===== src/hdl/io_expansion_pkg.sv =====
// Constants and carrier types shared by the serial I/O expansion path.
package io_expansion_pkg;

    // Bus address layout: one board-select bit above a six-bit point index.
    localparam int       POINT_W        = 6;
    localparam int       NUM_INPUTS     = 63;
    localparam int       NUM_CHAN       = 32;
    localparam int       NUM_BOARDS     = 2;
    localparam logic     BOARD_ONE      = 1'h0;
    localparam logic     BOARD_TWO      = 1'h1;
    localparam logic [5:0] OVERLOAD_POINT = 6'h3F;
    localparam logic [5:0] ESTOP_POINT    = 6'h1F;

    // Output channels 26 to 30 become bipolar on the alternative board variant.
    localparam int       BIPOLAR_LO     = 26;
    localparam int       BIPOLAR_HI     = 30;

    // Reset values.
    localparam logic       OUT_RESET    = 1'h0;
    localparam logic [31:0] CHAN_RESET  = 32'h0000_0000;

    // One bit-serial bus request as presented by the processor.
    typedef struct packed {
        logic       board;
        logic [5:0] point;
        logic       data;
        logic       strobe;
    } bus_req_t;

endpackage


===== src/hdl/serial_io_expansion.sv =====
// Serial I/O expansion path: interface board plus one or two I/O boards.
//
// Functional notes
// - States travel only as serial bus bits.
// - Bus address picks one of 63 inputs.
// - Second board returns on its own line.
// - Interface forwards the selected return line.
// - Serial writes build 32 parallel outputs per board.
// - Overloaded output off only during overload.
// - Overload reported at input position 63.
// - Variant: 26 unipolar, 5 bipolar, stop output.
`timescale 1ns/100ps
`default_nettype none
module serial_io_expansion
    import io_expansion_pkg::*;
(
    // Clock and reset.
    input  wire logic        clk,
    input  wire logic        rstn,
    // Bit-serial bus from the processor.
    input  wire bus_req_t    bus_req,
    output logic             serial_in_ff,
    // Board straps.
    input  wire logic        board_two_present,
    input  wire logic        bipolar_variant,
    // Programmable input points of each board.
    input  wire logic [62:0] board_one_inputs,
    input  wire logic [62:0] board_two_inputs,
    // Overcurrent sense of each board, channel 31 is the emergency-stop output.
    input  wire logic [31:0] board_one_overcurrent,
    input  wire logic [31:0] board_two_overcurrent,
    // Machine outputs.
    output logic [31:0]      board_one_out_ff,
    output logic [31:0]      board_two_out_ff,
    output logic [4:0]       board_one_neg_ff,
    output logic [4:0]       board_two_neg_ff
);

    // Picks one bit of a 64-bit return vector by point index.
    function automatic logic point_sel(input logic [63:0] vec, input logic [5:0] idx);
        point_sel = vec[idx];
    endfunction

    // Two-stage synchronisers for every pin-side input.
    bus_req_t    req_s1_ff;
    bus_req_t    req_s2_ff;
    logic        strobe_d_ff;
    logic [1:0]  strap_s1_ff;
    logic [1:0]  strap_s2_ff;
    logic [62:0] in1_s1_ff;
    logic [62:0] in1_s2_ff;
    logic [62:0] in2_s1_ff;
    logic [62:0] in2_s2_ff;
    logic [31:0] ovl1_s1_ff;
    logic [31:0] ovl1_s2_ff;
    logic [31:0] ovl2_s1_ff;
    logic [31:0] ovl2_s2_ff;

    always_ff @(posedge clk or negedge rstn) begin
        if (!rstn) begin
            req_s1_ff   <= '0;
            req_s2_ff   <= '0;
            strobe_d_ff <= 1'h0;
            strap_s1_ff <= 2'h0;
            strap_s2_ff <= 2'h0;
            in1_s1_ff   <= '0;
            in1_s2_ff   <= '0;
            in2_s1_ff   <= '0;
            in2_s2_ff   <= '0;
            ovl1_s1_ff  <= CHAN_RESET;
            ovl1_s2_ff  <= CHAN_RESET;
            ovl2_s1_ff  <= CHAN_RESET;
            ovl2_s2_ff  <= CHAN_RESET;
        end else begin
            req_s1_ff   <= bus_req;
            req_s2_ff   <= req_s1_ff;
            strobe_d_ff <= req_s2_ff.strobe;
            strap_s1_ff <= {bipolar_variant, board_two_present};
            strap_s2_ff <= strap_s1_ff;
            in1_s1_ff   <= board_one_inputs;
            in1_s2_ff   <= in1_s1_ff;
            in2_s1_ff   <= board_two_inputs;
            in2_s2_ff   <= in2_s1_ff;
            ovl1_s1_ff  <= board_one_overcurrent;
            ovl1_s2_ff  <= ovl1_s1_ff;
            ovl2_s1_ff  <= board_two_overcurrent;
            ovl2_s2_ff  <= ovl2_s1_ff;
        end
    end

    logic        two_present;
    logic        bipolar_on;
    logic        wr_edge;
    logic        ovl_flag1;
    logic        ovl_flag2;
    logic [63:0] ret1;
    logic [63:0] ret2;

    // Each board returns its points with the overload flag in the top position.
    assign two_present = strap_s2_ff[0];
    assign bipolar_on  = strap_s2_ff[1];
    assign wr_edge     = req_s2_ff.strobe & ~strobe_d_ff;
    assign ovl_flag1   = |ovl1_s2_ff;
    assign ovl_flag2   = |ovl2_s2_ff;
    assign ret1        = {ovl_flag1, in1_s2_ff};
    assign ret2        = {ovl_flag2, in2_s2_ff};

    // The interface board forwards the return line of the addressed board, or of board one when board two is absent.
    logic nxt_serial_in;
    always_comb begin
        if (two_present && req_s2_ff.board == BOARD_TWO) begin
            nxt_serial_in = point_sel(ret2, req_s2_ff.point);
        end else begin
            nxt_serial_in = point_sel(ret1, req_s2_ff.point);
        end
    end

    always_ff @(posedge clk or negedge rstn) begin
        if (!rstn) begin
            serial_in_ff <= OUT_RESET;
        end else begin
            serial_in_ff <= nxt_serial_in;
        end
    end

    // Serial-to-parallel conversion: each rising strobe edge to points 0 to 31 stores one output bit.
    logic [NUM_BOARDS-1:0][31:0] pos;
    logic [NUM_BOARDS-1:0][31:0] neg;
    logic [NUM_BOARDS-1:0][31:0] ovl;
    assign ovl[0] = ovl1_s2_ff;
    assign ovl[1] = ovl2_s2_ff;

    for (genvar b = 0; b < NUM_BOARDS; b++) begin : g_board
        for (genvar c = 0; c < NUM_CHAN; c++) begin : g_chan
            localparam logic IS_BIP = (c >= BIPOLAR_LO) && (c <= BIPOLAR_HI);
            out_channel u_chan (
                .clk        (clk),
                .rstn       (rstn),
                .write_en   (wr_edge && req_s2_ff.board == 1'(b)
                             && req_s2_ff.point == 6'(c)),
                .write_data (req_s2_ff.data),
                .overload   (ovl[b][c]),
                .bipolar    (bipolar_on & IS_BIP),
                .pos_ff     (pos[b][c]),
                .neg_ff     (neg[b][c])
            );
        end
    end

    assign board_one_out_ff = pos[0];
    assign board_two_out_ff = pos[1];
    assign board_one_neg_ff = neg[0][BIPOLAR_HI:BIPOLAR_LO];
    assign board_two_neg_ff = neg[1][BIPOLAR_HI:BIPOLAR_LO];
endmodule
`default_nettype wire


===== src/hdl/out_channel.sv =====
// One supervised machine output channel with its latched serial bit.
`timescale 1ns/100ps
`default_nettype none
module out_channel
    import io_expansion_pkg::*;
(
    // Clock and reset.
    input  wire logic clk,
    input  wire logic rstn,
    // Serial write of this channel's bit.
    input  wire logic write_en,
    input  wire logic write_data,
    // Synchronised overcurrent sense and variant strap.
    input  wire logic overload,
    input  wire logic bipolar,
    // Driven output stage.
    output logic      pos_ff,
    output logic      neg_ff
);

    logic latch_ff;
    logic nxt_latch;
    logic nxt_pos;
    logic nxt_neg;

    // The stored bit survives an overload so the output resumes afterwards.
    always_comb begin
        nxt_latch = write_en ? write_data : latch_ff;
        nxt_pos   = nxt_latch & ~overload;
        nxt_neg   = bipolar & ~nxt_latch & ~overload;
    end

    // Channel registers.
    always_ff @(posedge clk or negedge rstn) begin
        if (!rstn) begin
            latch_ff <= OUT_RESET;
            pos_ff   <= OUT_RESET;
            neg_ff   <= OUT_RESET;
        end else begin
            latch_ff <= nxt_latch;
            pos_ff   <= nxt_pos;
            neg_ff   <= nxt_neg;
        end
    end

endmodule
`default_nettype wire


===== config.mk =====
export PLATFORM = sky130hd
export DESIGN_NAME = serial_io_expansion
export DESIGN_NICKNAME = d
export VERILOG_FILES = /design/src/hdl/io_expansion_pkg.sv /design/src/hdl/serial_io_expansion.sv /design/src/hdl/out_channel.sv
export SDC_FILE = /design/constraint.sdc
export NUM_CORES = 1
export LEC_CHECK = 0
export BUFFER_PORTS_ARGS = -buffer_cell sky130_fd_sc_hd__buf_2
export CELL_PAD_IN_SITES_DETAIL_PLACEMENT = 0
export CELL_PAD_IN_SITES_GLOBAL_PLACEMENT = 1
export CORE_MARGIN = 4
export CORE_UTILIZATION = 48
export CTS_BUF_LIST = sky130_fd_sc_hd__clkbuf_2 sky130_fd_sc_hd__clkbuf_4 sky130_fd_sc_hd__clkbuf_8
export DETAILED_ROUTE_END_ITERATION = 8
export MAX_ROUTING_LAYER = met4
export PLACE_DENSITY_LB_ADDON = 0.1
export SYNTH_ARGS = -nofsm -noshare
export SYNTH_HDL_FRONTEND = slang
export SYNTH_SLANG_ARGS = --single-unit

===== constraint.sdc =====
create_clock -name clk -period 2.4 [get_ports clk]
set_clock_uncertainty 0.2 [all_clocks]
set_input_delay 0.24 -clock clk [delete_from_list [all_inputs] [get_ports clk]]
set_output_delay 0.24 -clock clk [all_outputs]
set_load 0.01 [all_outputs]

==> summary.log, run 1 <==
INFO  run_status     status=complete, no violations
INFO  global_route   antenna_found_initial=1
INFO  setup_path     timing.reg2reg.setup_slack=160ps
INFO  setup_path     cp-start-kind=flop
INFO  placement      buffer_ports.inserted=277
INFO  drt            drt_drc_violations_left=0
INFO  worst_hold_path hp-start=board_two_overcurrent[19]
INFO  placement      place.gp.congestion=0.7567
INFO  floorplan      ios=278
INFO  cts            cts-htree-levels=3
INFO  timing         fin_crit_sh=93.22%
INFO  placement      place.detailed.hpwl=24.33mm
INFO  final_layout   multi_input_area=2873um2
INFO  pwr            static-leakage-power=11.60nW
INFO  cts            cts_setup_buffers=0
INFO  timing         unrepaired_setup_endpoints_after_global_routing=no
INFO  yosys          yosys-top-cells-area=sky130_fd_sc_hd__dfrtp_1 79%, sky130_fd_sc_hd__buf_4 3.4%, sky130_fd_sc_hd__mux2_2 3.0%
INFO  timing         tightestPinTransition=470.0ps
INFO  global_route   grt_use_total=22.12%
INFO  cts            cts-buffers-inserted=87
INFO  floorplan      placementRows=69
INFO  drt            viasPerCell=4.626
INFO  final_layout   final-seq-area=13570um2
INFO  drt            detailedRoute.firstPassIterationCount=4
INFO  yosys          synthDistinctLibCells=39
INFO  pwr            vdd_drop_max=735.6uV
INFO  timing         timing.final.setup_violations=0
INFO  timing         slew-limit-headroom=68.67%
INFO  yosys          yosys_most_used_dff=sky130_fd_sc_hd__dfrtp_1
INFO  yosys          asyncSetResetFlopFracSynth=100.0%
INFO  global_route   grt_first_pass_wirelength=63.65mm
INFO  worst_hold_path hold-path-endpoint=ovl2_s1_ff[19]$_DFF_PN0_
INFO  timing         final.min_clock_period=2237ps
INFO  yosys          synth_enable_flop_cells=0
INFO  placement      placed_cells=1721
INFO  worst_hold_path worst_hold_path_type=input pin to flop
INFO  final_layout   final_cell_count_no_fill=2181
INFO  drt            routed-via-count=10090
INFO  final_layout   nets=1855
INFO  timing         final_tns_setup=0ps
INFO  yosys          mappedNetlistNets=1248
INFO  yosys          yosys.cell_count.top_type=sky130_fd_sc_hd__dfrtp_1
INFO  cts            cts_tree=yes
INFO  timing         max_freq=446.9MHz
INFO  cts            cts.path.max_buffers=3
INFO  timing         drv_slew=0
INFO  drt            detail_route.wl_per_cell=18.46um
INFO  cts            latest_clock_arrival_within_the_worst_skew_pair=640ps
INFO  yosys          post_synth_inst_count=1045
INFO  global_route   grt_pass1_vias=11427
INFO  final_layout   syn_to_final_growth=39.40%
INFO  yosys          yosys.area.top_type_share=78.93%
INFO  worst_hold_path timing.hold.worst_path_depth=2
INFO  setup_path     critical_path.startpoint=req_s2_ff[2]$_DFF_PN0_
INFO  setup_path     worstPathMaxFanout=29
INFO  global_route   grt.overflow.total=0
INFO  setup_path     timing.critical_path.to_type=flop
INFO  setup_path     crit_required=2720ps
INFO  yosys          syn_avg_cell_area=16.44um2
INFO  pwr            areal_power_density_over_the_cells=818.1nW/um2
INFO  drt            postRouteAntennaNets=0
INFO  yosys          synth_top_cell_by_area=sky130_fd_sc_hd__dfrtp_1
INFO  drt            drt-initial-drc-count=361
INFO  yosys          synth.top_cells.by_count=542 x sky130_fd_sc_hd__dfrtp_1, 78 x sky130_fd_sc_hd__buf_4, 52 x sky130_fd_sc_hd__nand2_1, 50 x sky130_fd_sc_hd__nor2b_1, 49 x sky130_fd_sc_hd__mux2i_1
INFO  floorplan      floorplan.die_area=38890um2
INFO  yosys          ys_seq_elements=542
INFO  cts            cts_root_buffer=sky130_fd_sc_hd__clkbuf_8
INFO  cts            clock_sinks=542
INFO  setup_path     regToRegEndpoint=g_board[0].g_chan[30].u_chan.neg_ff$_DFF_PN0_
INFO  final_layout   layout-drive-gt1-share=32.17%
INFO  drt            drt_wl_total=40.26mm
INFO  yosys          synth_seq_area_share=78.93%
INFO  yosys          area_of_the_mapped_netlist=17180um2
INFO  floorplan      die_width=197.2um
INFO  final_layout   layout.filler_cells=2418
INFO  floorplan      start_util=48.43%
INFO  floorplan      die_h=197.2um
INFO  cts            clock_pin_slew_on_the_worst_setup_and_hold_paths=60ps
INFO  setup_path     worstPathArrival=2560ps
INFO  floorplan      placeableCoreArea=35480um2
INFO  timing         timing.final.hold_violations=0
INFO  setup_path     r2r_start=req_s2_ff[2]$_DFF_PN0_
INFO  job            max_cap_violations=0
INFO  global_route   pin_count_of_the_biggest_net_entering_global_routing=76
INFO  yosys          yosys_warning_count=0
INFO  setup_path     crit_type=flop to flop
INFO  setup_path     worst-r2r-cell-count=7
-- placed cells by master, fill, tap and decap left out, drive strengths merged, types with 5 or more instances in the layout --
master	count
inv	15
nand4	8
nand3	11
mux2	56
mux2i	49
nor3	5
nor2b	50
nand2b	6
dfrtp	542
nor2	57
o21ai	8
clkinv	10
clkbuf	138
mux4	11
dlygate4sd3	302
nor3b	11
nor4	16
and2b	10
buf	321
nand2	52
a22oi	18
-- timing repair --
item                                   CTS  global route
endpoints found under the hold margin  743             2
resized for setup                        0             1
hold buffers                           301             2
setup endpoints to repair                0             1
-- registers in the layout, summed over array words and instances (netlist names) --
signal                          cells
g_board.g_chan.u_chan.latch_ff     64
g_board.g_chan.u_chan.pos_ff       64
in1_s1_ff                          63
in1_s2_ff                          63
in2_s1_ff                          63
in2_s2_ff                          63
ovl1_s1_ff                         32
ovl1_s2_ff                         32
ovl2_s1_ff                         32
ovl2_s2_ff                         32
g_board.g_chan.u_chan.neg_ff       10
req_s1_ff                           9
req_s2_ff                           9
strap_s1_ff                         2
strap_s2_ff                         2
serial_in_ff                        1
strobe_d_ff                         1
-- cell type report --
| type | instances | area share, % |
|---|---|---|
| antenna | 1 | 0.01045 |
| inverter | 11 | 0.1724 |
| timing repair buffer | 623 | 20.54 |
| multi-input combinational | 387 | 11.99 |
| clock inverter | 18 | 0.8776 |
| sequential | 542 | 56.64 |
| tap | 461 | 2.408 |
| clock buffer | 138 | 7.355 |
-- worst max-delay path: stages (launching register included) --
cell and delay [ps]:
sky130_fd_sc_hd__dfrtp_4 480, sky130_fd_sc_hd__buf_12 190, sky130_fd_sc_hd__nor2b_1 290, sky130_fd_sc_hd__nand2_1 160, sky130_fd_sc_hd__nor2_1 180, sky130_fd_sc_hd__mux2i_1 250
sky130_fd_sc_hd__inv_1 90, sky130_fd_sc_hd__nor3b_1 270
-- metrics by stage --
stage | hold slack, ps | power, mW | setup WS [ps] | utilization [%] | area, um2
6_report | 45.71 | 19.60 | 162.6 | 67.51 | 23950
5_1_grt | 0.4931 | 20.48 | 26.76 | 67.51 | 23950
4_1_cts | 0.02465 | 19.80 | 17.03 | 67.43 | 23930
3_5_place_dp | 3.649 | 10.80 | 35.05 | 53.33 | 18920
3_3_place_gp | 7.354 | 10.79 | 47.74 | 53.33 | 18920
2_1_floorplan | -255.6 | 10.20 | 267.7 | - | 17180
-- per-layer routing --
metal	GRT usage [%]	wire length (um)	vias to the layer above
li1	-	-	4621
met1	28.35	16830	5121
met2	36.00	20480	277
met3	5.066	2121	71
met4	6.292	826	0
met5	-	0	-
-- where the power goes --
group | internal (mW) | switching, mW | total [mW] | leakage [nW]
combinational | 0.702 | 0.600 | 1.30 | 3.95
sequential | 9.57 | 0.153 | 9.73 | 6.61
clock | 5.02 | 3.55 | 8.57 | 1.04
total | 15.3 | 4.31 | 19.6 | 11.6
-- worst max-delay path by stage --
stage	end	slack, ps	cells past startpoint
after floorplan	g_board[0].g_chan[7].u_chan.pos_ff$_DFF_PN0_	270	7
after global placement	serial_in_ff$_DFF_PN0_	50	6
after detailed placement	serial_in_ff$_DFF_PN0_	40	6
after CTS	serial_in_ff$_DFF_PN0_	20	6
after global routing	g_board[1].g_chan[30].u_chan.neg_ff$_DFF_PN0_	30	7
final	g_board[0].g_chan[30].u_chan.neg_ff$_DFF_PN0_	160	7
-- logic make-up after synthesis --
| group | after synthesis | synth area share [%] |
|---|---|---|
| AO/OA/AOI/OAI | 38 | 1.544 |
| buffers and inverters | 116 | 4.369 |
| flip-flops | 542 | 78.93 |
| multiplexers | 116 | 7.966 |
| AND/OR/NAND/NOR | 233 | 7.187 |
(Power assumes the default switching activity.)
==> inputs of run 2 (changes only) <==
Settings changed: RECOVER_POWER set to 100.
==> run 2 against run 1 <==
  * The flow now finishes with violations (max-capacitance violations, max-slew violations)
  * Worst setup slack worse by 17 ps
  * Clock power barely moved
  * Wire length is 0.14% higher
  * Via count hardly changed
  * Sequential power barely moved
  * First-iteration DRC count increased by 1.7%
  * Count of clock-buffer cells in the layout unchanged
  * Final cell count unchanged
  * Global-route usage is the same
  * Register-to-register slack worse by 20 ps
  * Final area fell by 1.4%
  * Highest routed layer unchanged
==> summary.log, run 2 (synthesis gave the netlist of run 1 again) <==
INFO  run_status     status=finished, violations left
INFO  run_status     failed_checks=max-capacitance violations, max-slew violations
INFO  pwr            areal_power_density_over_the_cells=827.2nW/um2 [+1.1%]
INFO  global_route   antenna_found_initial=1 [unchanged]
INFO  global_route   grt.overflow.total=0 [unchanged]
INFO  timing         timing.final.hold_violations=0 [unchanged]
INFO  pwr            static-leakage-power=11.11nW [-4.2%]
INFO  cts            cts_root_buffer=sky130_fd_sc_hd__clkbuf_8
INFO  job            max_cap_violations=3 [+3]
INFO  drt            routed-via-count=10097 [+0.069%]
INFO  pwr            vdd_drop_max=736.4uV [+0.11%]
INFO  final_layout   layout.cells.most_common_list=540 x sky130_fd_sc_hd__dfrtp_1, 302 x sky130_fd_sc_hd__dlygate4sd3_1, 146 x sky130_fd_sc_hd__buf_2
INFO  final_layout   syn_to_final_growth=37.51%
INFO  floorplan      die_width=197.2um [unchanged]
INFO  worst_hold_path worst_hold_path_type=input pin to flop
INFO  setup_path     cp_cell_sequence=buf_12, nor2_1, clkbuf_1, nand3_1, mux2_2, nor2b_1
INFO  setup_path     cp-start-kind=flop
INFO  floorplan      placementRows=69 [unchanged]
INFO  pwr            total_power=19.54mW [-0.26%]
INFO  cts            cts_setup_buffers=0 [unchanged]
INFO  floorplan      die_h=197.2um [unchanged]
INFO  setup_path     timing.critical_path.to_type=flop
INFO  floorplan      placeableCoreArea=35480um2 [unchanged]
INFO  cts            cts_tree=yes
INFO  setup_path     crit_type=flop to flop
INFO  timing         slew-limit-headroom=-9.205% [-78 points]
INFO  placement      place.detailed.hpwl=24.33mm [unchanged]
INFO  drt            viasPerCell=4.630 [about the same]
INFO  floorplan      start_util=48.43% [unchanged]
INFO  timing         final_tns_setup=0ps [unchanged]
INFO  cts            clock_sinks=542 [unchanged]
INFO  timing         fin_crit_sh=93.91% [+0.69 points]
INFO  global_route   pin_count_of_the_biggest_net_entering_global_routing=76 [unchanged]
INFO  final_layout   largestRegisters=g_board.g_chan.u_chan.latch_ff (64), g_board.g_chan.u_chan.pos_ff (64)
INFO  final_layout   layout-drive-gt1-share=21.35% [-11 points]
INFO  cts            cts-buffers-inserted=87 [unchanged]
INFO  global_route   grt_pass1_vias=11427 [unchanged]
INFO  cts            cts.path.max_buffers=3 [unchanged]
INFO  setup_path     worstPathArrival=2580ps [+20 ps]
INFO  setup_path     cpPeakStageDelay=480ps [about the same]
INFO  timing         final.min_clock_period=2254ps [+16.52 ps]
INFO  drt            drt-initial-drc-count=367 [+1.7%]
INFO  floorplan      ios=278 [unchanged]
INFO  placement      placed_area=18920um2 [unchanged]
INFO  drt            drt_wl_total=40.32mm [+0.14%]
INFO  timing         tightestPinTransition=1638ps [+1168 ps]
INFO  global_route   grt_first_pass_wirelength=63.65mm [unchanged]
INFO  timing         timing.final.setup_violations=0 [unchanged]
INFO  timing         hold-worst-slack=46.14ps [+0.4310 ps]
INFO  final_layout   leading_cell_type_in_the_layout_fill_and_taps_excluded=sky130_fd_sc_hd__dfrtp_1
INFO  setup_path     worstPathMaxFanout=29 [unchanged]
INFO  setup_path     crit_required=2730ps [about the same]
INFO  final_layout   final-seq-area=13570um2 [unchanged]
INFO  setup_path     crit_path_top_delay_cell=sky130_fd_sc_hd__dfrtp_4
INFO  cts            latest_clock_arrival_within_the_worst_skew_pair=640ps [about the same]
INFO  cts            cts-htree-levels=3 [unchanged]
INFO  timing         drv_slew=227 [+227]
INFO  final_layout   nets=1855 [unchanged]
INFO  global_route   grt_use_total=22.12% [unchanged]
INFO  placement      place.gp.congestion=0.7567 [unchanged]
INFO  drt            detailedRoute.firstPassIterationCount=4 [unchanged]
INFO  timing         unrepaired_setup_endpoints_after_global_routing=no
INFO  drt            postRouteAntennaNets=0 [unchanged]
INFO  final_layout   layout.filler_cells=2529 [+4.6%]
INFO  timing         fin_ws=146.1ps [-16.52 ps]
INFO  drt            drt_drc_violations_left=0 [unchanged]
INFO  floorplan      floorplan.die_area=38890um2 [unchanged]
INFO  cts            clock_pin_slew_on_the_worst_setup_and_hold_paths=60ps [about the same]
INFO  placement      buffer_ports.inserted=277 [unchanged]
INFO  final_layout   multi_input_area=2843um2 [-1.0%]
INFO  timing         max_freq=443.7MHz [-0.73%]
INFO  final_layout   layout.cell_area.non_filler=23630um2 [-1.4%]
INFO  placement      pre_cts_ws=35.05ps [unchanged]
INFO  drt            detail_route.wl_per_cell=18.49um [+0.14%]
## run 2: cell count changes in the layout (fill, tap and decap cells not counted), moves of 2 or more
cell / change
sky130_fd_sc_hd__clkbuf_2: +7
sky130_fd_sc_hd__buf_12: -6
sky130_fd_sc_hd__nor2_2: -10
sky130_fd_sc_hd__buf_4: -11
sky130_fd_sc_hd__mux2_2: -34
sky130_fd_sc_hd__buf_2: -130
sky130_fd_sc_hd__clkbuf_1: +138
sky130_fd_sc_hd__dlymetal6s4s_1: +2
sky130_fd_sc_hd__nor2_1: +10
sky130_fd_sc_hd__mux2_1: +34
## run 2: repair_timing
action,in CTS,in global routing
hold buffers,301,2
setup endpoints to repair,0,1
hold endpoints to repair,743,2
resized for setup,0,1
## run 2: metal layers
layer | wire length, um | GRT usage [%] | vias to the layer above
met4 | 824 | 6.292 | 0
met5 | 0 | - | -
met3 | 2118 | 5.066 | 71
met1 | 16780 | 28.35 | 5126
met2 | 20590 | 36.00 | 279
li1 | - | - | 4621
## run 2: path summary, 6_finish.rpt
| check | from | end | slack [ps] | cells past startpoint |
|---|---|---|---|---|
| max in group asynchronous | rstn | in1_s2_ff[5]$_DFF_PN0_ | 380 | 3 |
| worst max register to register | req_s2_ff[2]$_DFF_PN0_ | g_board[1].g_chan[4].u_chan.pos_ff$_DFF_PN0_ | 150 | 6 |
| min in group asynchronous | rstn | ovl1_s2_ff[13]$_DFF_PN0_ | 260 | 3 |
| worst max-delay path | req_s2_ff[2]$_DFF_PN0_ | g_board[1].g_chan[4].u_chan.pos_ff$_DFF_PN0_ | 150 | 6 |
| worst min register to register | ovl1_s1_ff[19]$_DFF_PN0_ | ovl1_s2_ff[19]$_DFF_PN0_ | 140 | 0 |
| worst min-delay path | board_two_overcurrent[19] | ovl2_s1_ff[19]$_DFF_PN0_ | 50 | 2 |
## run 2: final cells by class
cell class / count / share of cell area (%)
tap: 461 / 2.441
multi-input combinational: 387 / 12.03
clock buffer: 138 / 7.456
inverter: 11 / 0.1748
timing repair buffer: 623 / 19.57
clock inverter: 18 / 0.8896
sequential: 542 / 57.42
antenna: 1 / 0.01059
## run 2: where the power goes
group / leakage [nW] / switching (mW) / internal (mW) / total [mW]
Combinational: 3.46 / 0.594 / 0.647 / 1.24
Clock: 1.04 / 3.56 / 5.02 / 8.58
Sequential: 6.61 / 0.154 / 9.57 / 9.73
## run 2: critical path, delay by kind of cell (launching register included)
kind,cells,cell delay [ps]
simple gates,3,670
flops,1,480
mux,1,310
buf+inv,2,470
## run 2: stage by stage
stage               cells  utilization, %
floorplan            1045               -
global placement     1721           53.33
detailed placement   1721           53.33
CTS                  2178           67.43
global route         2181           66.59
finish               2181           66.59
==> inputs of run 3 (changes only) <==
Clock period 2.4 ns to 2.3 ns, I/O delays scaled along.
==> run 3 against run 2 <==
  * The flow still finishes with violations (max-capacitance violations, max-slew violations)
  * Critical path depth increased by 2
  * Clock power decreased by 2.8%
  * Register-to-register slack got worse by 40 ps
  * Combinational power increased by 3%
  * Utilization decreased by 0.79 points
  * Non-clock buffer count decreased by 16
  * Sequential power increased by 5%
  * Die area unchanged
==> summary.log, run 3 (synthesis gave the netlist of run 1 again) <==
INFO  timing         slew-limit-headroom=-20.99% [-12 points]
INFO  timing         fin_crit_sh=95.34% [+1.4 points]
INFO  cts            cts_tree=yes
INFO  global_route   grt_use_total=21.78% [-0.35 points]
INFO  job            max_cap_violations=1 [-2]
INFO  setup_path     timing.critical_path.to_type=flop
INFO  setup_path     worst_path_dominant_cell_family=compound AO/OA/AOI/OAI gates
INFO  drt            routed-via-count=9903 [-1.9%]
INFO  drt            drt_drc_violations_left=0 [unchanged]
INFO  floorplan      placementRows=69 [unchanged]
INFO  cts            cts_setup_buffers=0 [unchanged]
INFO  cts            clock_pin_slew_on_the_worst_setup_and_hold_paths=70ps [about the same]
INFO  worst_hold_path worst_hold_path_type=input pin to flop
INFO  floorplan      start_util=48.43% [unchanged]
INFO  cts            cts.path.max_buffers=3 [unchanged]
INFO  global_route   met3_grt_util=4.213% [-0.85 points]
INFO  timing         timing.final.setup_violations=0 [unchanged]
INFO  timing         max_freq=456.0MHz [+2.8%]
INFO  global_route   groute.layer.met1.usage=28.42% [+0.068 points]
INFO  setup_path     cpPeakStageDelay=420ps [-60 ps]
INFO  pwr            p_clk_share=42.2% [-1.7 points]
INFO  pwr            p_int=15.39mW [+1.0%]
INFO  floorplan      die_width=197.2um [unchanged]
INFO  timing         unrepaired_setup_endpoints_after_global_routing=no
INFO  global_route   grt_first_pass_wirelength=62.09mm [-2.4%]
INFO  cts            cts-htree-levels=3 [unchanged]
INFO  cts            clock_sinks=542 [unchanged]
INFO  pwr            share_of_total_power_in_sequential_cells=51.4% [+1.6 points]
INFO  drt            detail_route.wl_per_cell=18.53um [+0.25%]
INFO  cts            cts_root_buffer=sky130_fd_sc_hd__clkbuf_8
INFO  pwr            vdd_drop_max=767.6uV [+4.2%]
INFO  timing         tightestPinTransition=1815ps [+176.8 ps]
INFO  timing         drv_slew=10 [-96%]
INFO  pwr            static-leakage-power=10.95nW [-1.4%]
INFO  drt            viasPerCell=4.593 [-0.78%]
INFO  cts            cts-buffers-inserted=85 [-2.3%]
INFO  timing         timing.final.hold_violations=0 [unchanged]
INFO  placement      place.detailed.hpwl=24.21mm [-0.51%]
INFO  worst_hold_path timing.hold.worst_path_depth=2 [unchanged]
INFO  floorplan      placeableCoreArea=35480um2 [unchanged]
INFO  pwr            areal_power_density_over_the_cells=847.4nW/um2 [+2.4%]
INFO  placement      place.gp.congestion=0.7641 [+0.98%]
INFO  setup_path     worstPathArrival=2490ps [-90 ps]
INFO  timing         final_tns_setup=0ps [unchanged]
INFO  run_status     failed_checks=max-capacitance violations, max-slew violations
INFO  floorplan      die_h=197.2um [unchanged]
INFO  drt            drt-initial-drc-count=399 [+8.7%]
INFO  setup_path     crit_type=flop to flop
INFO  final_layout   nets=1837 [-0.97%]
INFO  global_route   grt.overflow.total=0 [unchanged]
INFO  global_route   gr-max-usage-layer=met2
INFO  setup_path     worst-r2r-cell-count=8 [+2]
INFO  final_layout   largestRegisters=g_board.g_chan.u_chan.latch_ff (64), g_board.g_chan.u_chan.pos_ff (64)
INFO  pwr            switching_power_share_of_the_total=22.20% [+0.16 points]
INFO  run_status     status=finished, violations left
INFO  global_route   grt_pass1_vias=11229 [-1.7%]
INFO  global_route   use_met2=35.36% [-0.63 points]
INFO  pwr            switching_component_of_the_power=4.392mW [+2.0%]
INFO  setup_path     crit_required=2600ps [-130 ps]
INFO  floorplan      ios=278 [unchanged]
INFO  drt            detailedRoute.firstPassIterationCount=4 [unchanged]
INFO  pwr            part_of_the_power_in_combinational_logic=6.5% [+0.2 points]
INFO  final_layout   leading_cell_type_in_the_layout_fill_and_taps_excluded=sky130_fd_sc_hd__dfrtp_1
INFO  drt            postRouteAntennaNets=0 [unchanged]
INFO  setup_path     crit_path_top_delay_cell=sky130_fd_sc_hd__dfrtp_4
INFO  setup_path     cp_cell_sequence=buf_12, buf_6, mux2i_4, o221ai_2, o211ai_1, nand2_1, o21ai_0, nand4_1
INFO  setup_path     cp_num_cells=8 [+2]
INFO  final_layout   layout.cells.most_common_list=540 x sky130_fd_sc_hd__dfrtp_1, 281 x sky130_fd_sc_hd__dlygate4sd3_1, 140 x sky130_fd_sc_hd__buf_2
INFO  setup_path     worstPathMaxFanout=31 [+6.9%]
INFO  setup_path     critical_path.n_buffers_inverters=2 [unchanged]
INFO  global_route   pin_count_of_the_biggest_net_entering_global_routing=86 [+13%]
INFO  global_route   antenna_found_initial=1 [unchanged]
INFO  final_layout   syn_to_final_growth=35.87%
INFO  setup_path     cp-start-kind=flop
INFO  placement      buffer_ports.inserted=277 [unchanged]
INFO  timing         final.min_clock_period=2193ps [-61.15 ps]
INFO  timing         hold-worst-slack=48.97ps [+2.826 ps]
INFO  cts            latest_clock_arrival_within_the_worst_skew_pair=630ps [about the same]
INFO  final_layout   layout-drive-gt1-share=21.96% [+0.61 points]
INFO  floorplan      floorplan.die_area=38890um2 [unchanged]
INFO  drt            drt_wl_total=39.96mm [-0.90%]
[run 3: changes by cell type in the layout (fill, tap and decap cells not counted), moves of 3 or more]
cell                            change
sky130_fd_sc_hd__clkbuf_8           -8
sky130_fd_sc_hd__buf_6              +4
sky130_fd_sc_hd__clkbuf_4           +3
sky130_fd_sc_hd__buf_2              -6
sky130_fd_sc_hd__buf_4              +5
sky130_fd_sc_hd__mux2_1             -5
sky130_fd_sc_hd__buf_12             +3
sky130_fd_sc_hd__dlygate4sd3_1     -21
sky130_fd_sc_hd__mux2_2             +5
[run 3: what timing repair did]
item	in CTS	in global routing
resized for setup	3	4
endpoints found under the hold margin	743	0
endpoints found under the setup margin	1	3
hold buffers	282	0
[run 3: worst paths after layout]
kind | startpoint | end | slack, ps
worst min-delay path | board_two_inputs[59] | in2_s1_ff[59]$_DFF_PN0_ | 50
worst max register to register | req_s2_ff[2]$_DFF_PN0_ | serial_in_ff$_DFF_PN0_ | 110
worst max-delay path | req_s2_ff[2]$_DFF_PN0_ | serial_in_ff$_DFF_PN0_ | 110
max in group asynchronous | rstn | g_board[0].g_chan[11].u_chan.latch_ff$_DFF_PN0_ | 150
worst min register to register | in2_s1_ff[2]$_DFF_PN0_ | in2_s2_ff[2]$_DFF_PN0_ | 130
min in group asynchronous | rstn | g_board[0].g_chan[8].u_chan.pos_ff$_DFF_PN0_ | 1180
[run 3: area by class of cell]
| type | count | area [um2] |
|---|---|---|
| sequential | 542 | 13570 |
| fill | 2542 | 12140 |
| timing repair buffer | 607 | 4497 |
| multi-input combinational | 387 | 2863 |
| clock buffer | 132 | 1667 |
| tap | 461 | 576.8 |
| clock inverter | 15 | 131.4 |
| inverter | 11 | 41.29 |
| antenna | 1 | 2.502 |
[run 3: stage by stage]
| step | setup WS (ps) | total power, mW | util, % | cells | instance area, um2 |
|---|---|---|---|---|---|
| global placement | -320.7 | 11.26 | 53.40 | 1726 | 18950 |
| global route | 3.975 | 20.64 | 65.80 | 2156 | 23350 |
| CTS | 21.67 | 19.99 | 66.51 | 2155 | 23600 |
| detailed placement | -267.0 | 11.27 | 53.40 | 1726 | 18950 |
| finish | 107.2 | 19.78 | 65.80 | 2156 | 23350 |
| floorplan | 167.7 | 10.64 | - | 1045 | 17180 |
[run 3: metal layers]
| metal | share of wire, % | up-vias | wire length [um] |
|---|---|---|---|
| li1 | - | 4579 | - |
| met3 | 4.4 | 68 | 1753 |
| met4 | 2.2 | 0 | 898 |
| met5 | 0 | - | 0 |
| met2 | 51 | 271 | 20200 |
| met1 | 43 | 4985 | 17110 |
[run 3: power by group through the flow]
| stage | clock (mW) | combinational (mW) | sequential, mW |
|---|---|---|---|
| finish | 8.34 | 1.28 | 10.2 |
| global route | 9.03 | 1.41 | 10.2 |
| floorplan | 0 | 0.387 | 10.3 |
| global placement | 0 | 0.934 | 10.3 |
| detailed placement | 0 | 0.939 | 10.3 |
| CTS | 8.51 | 1.32 | 10.2 |
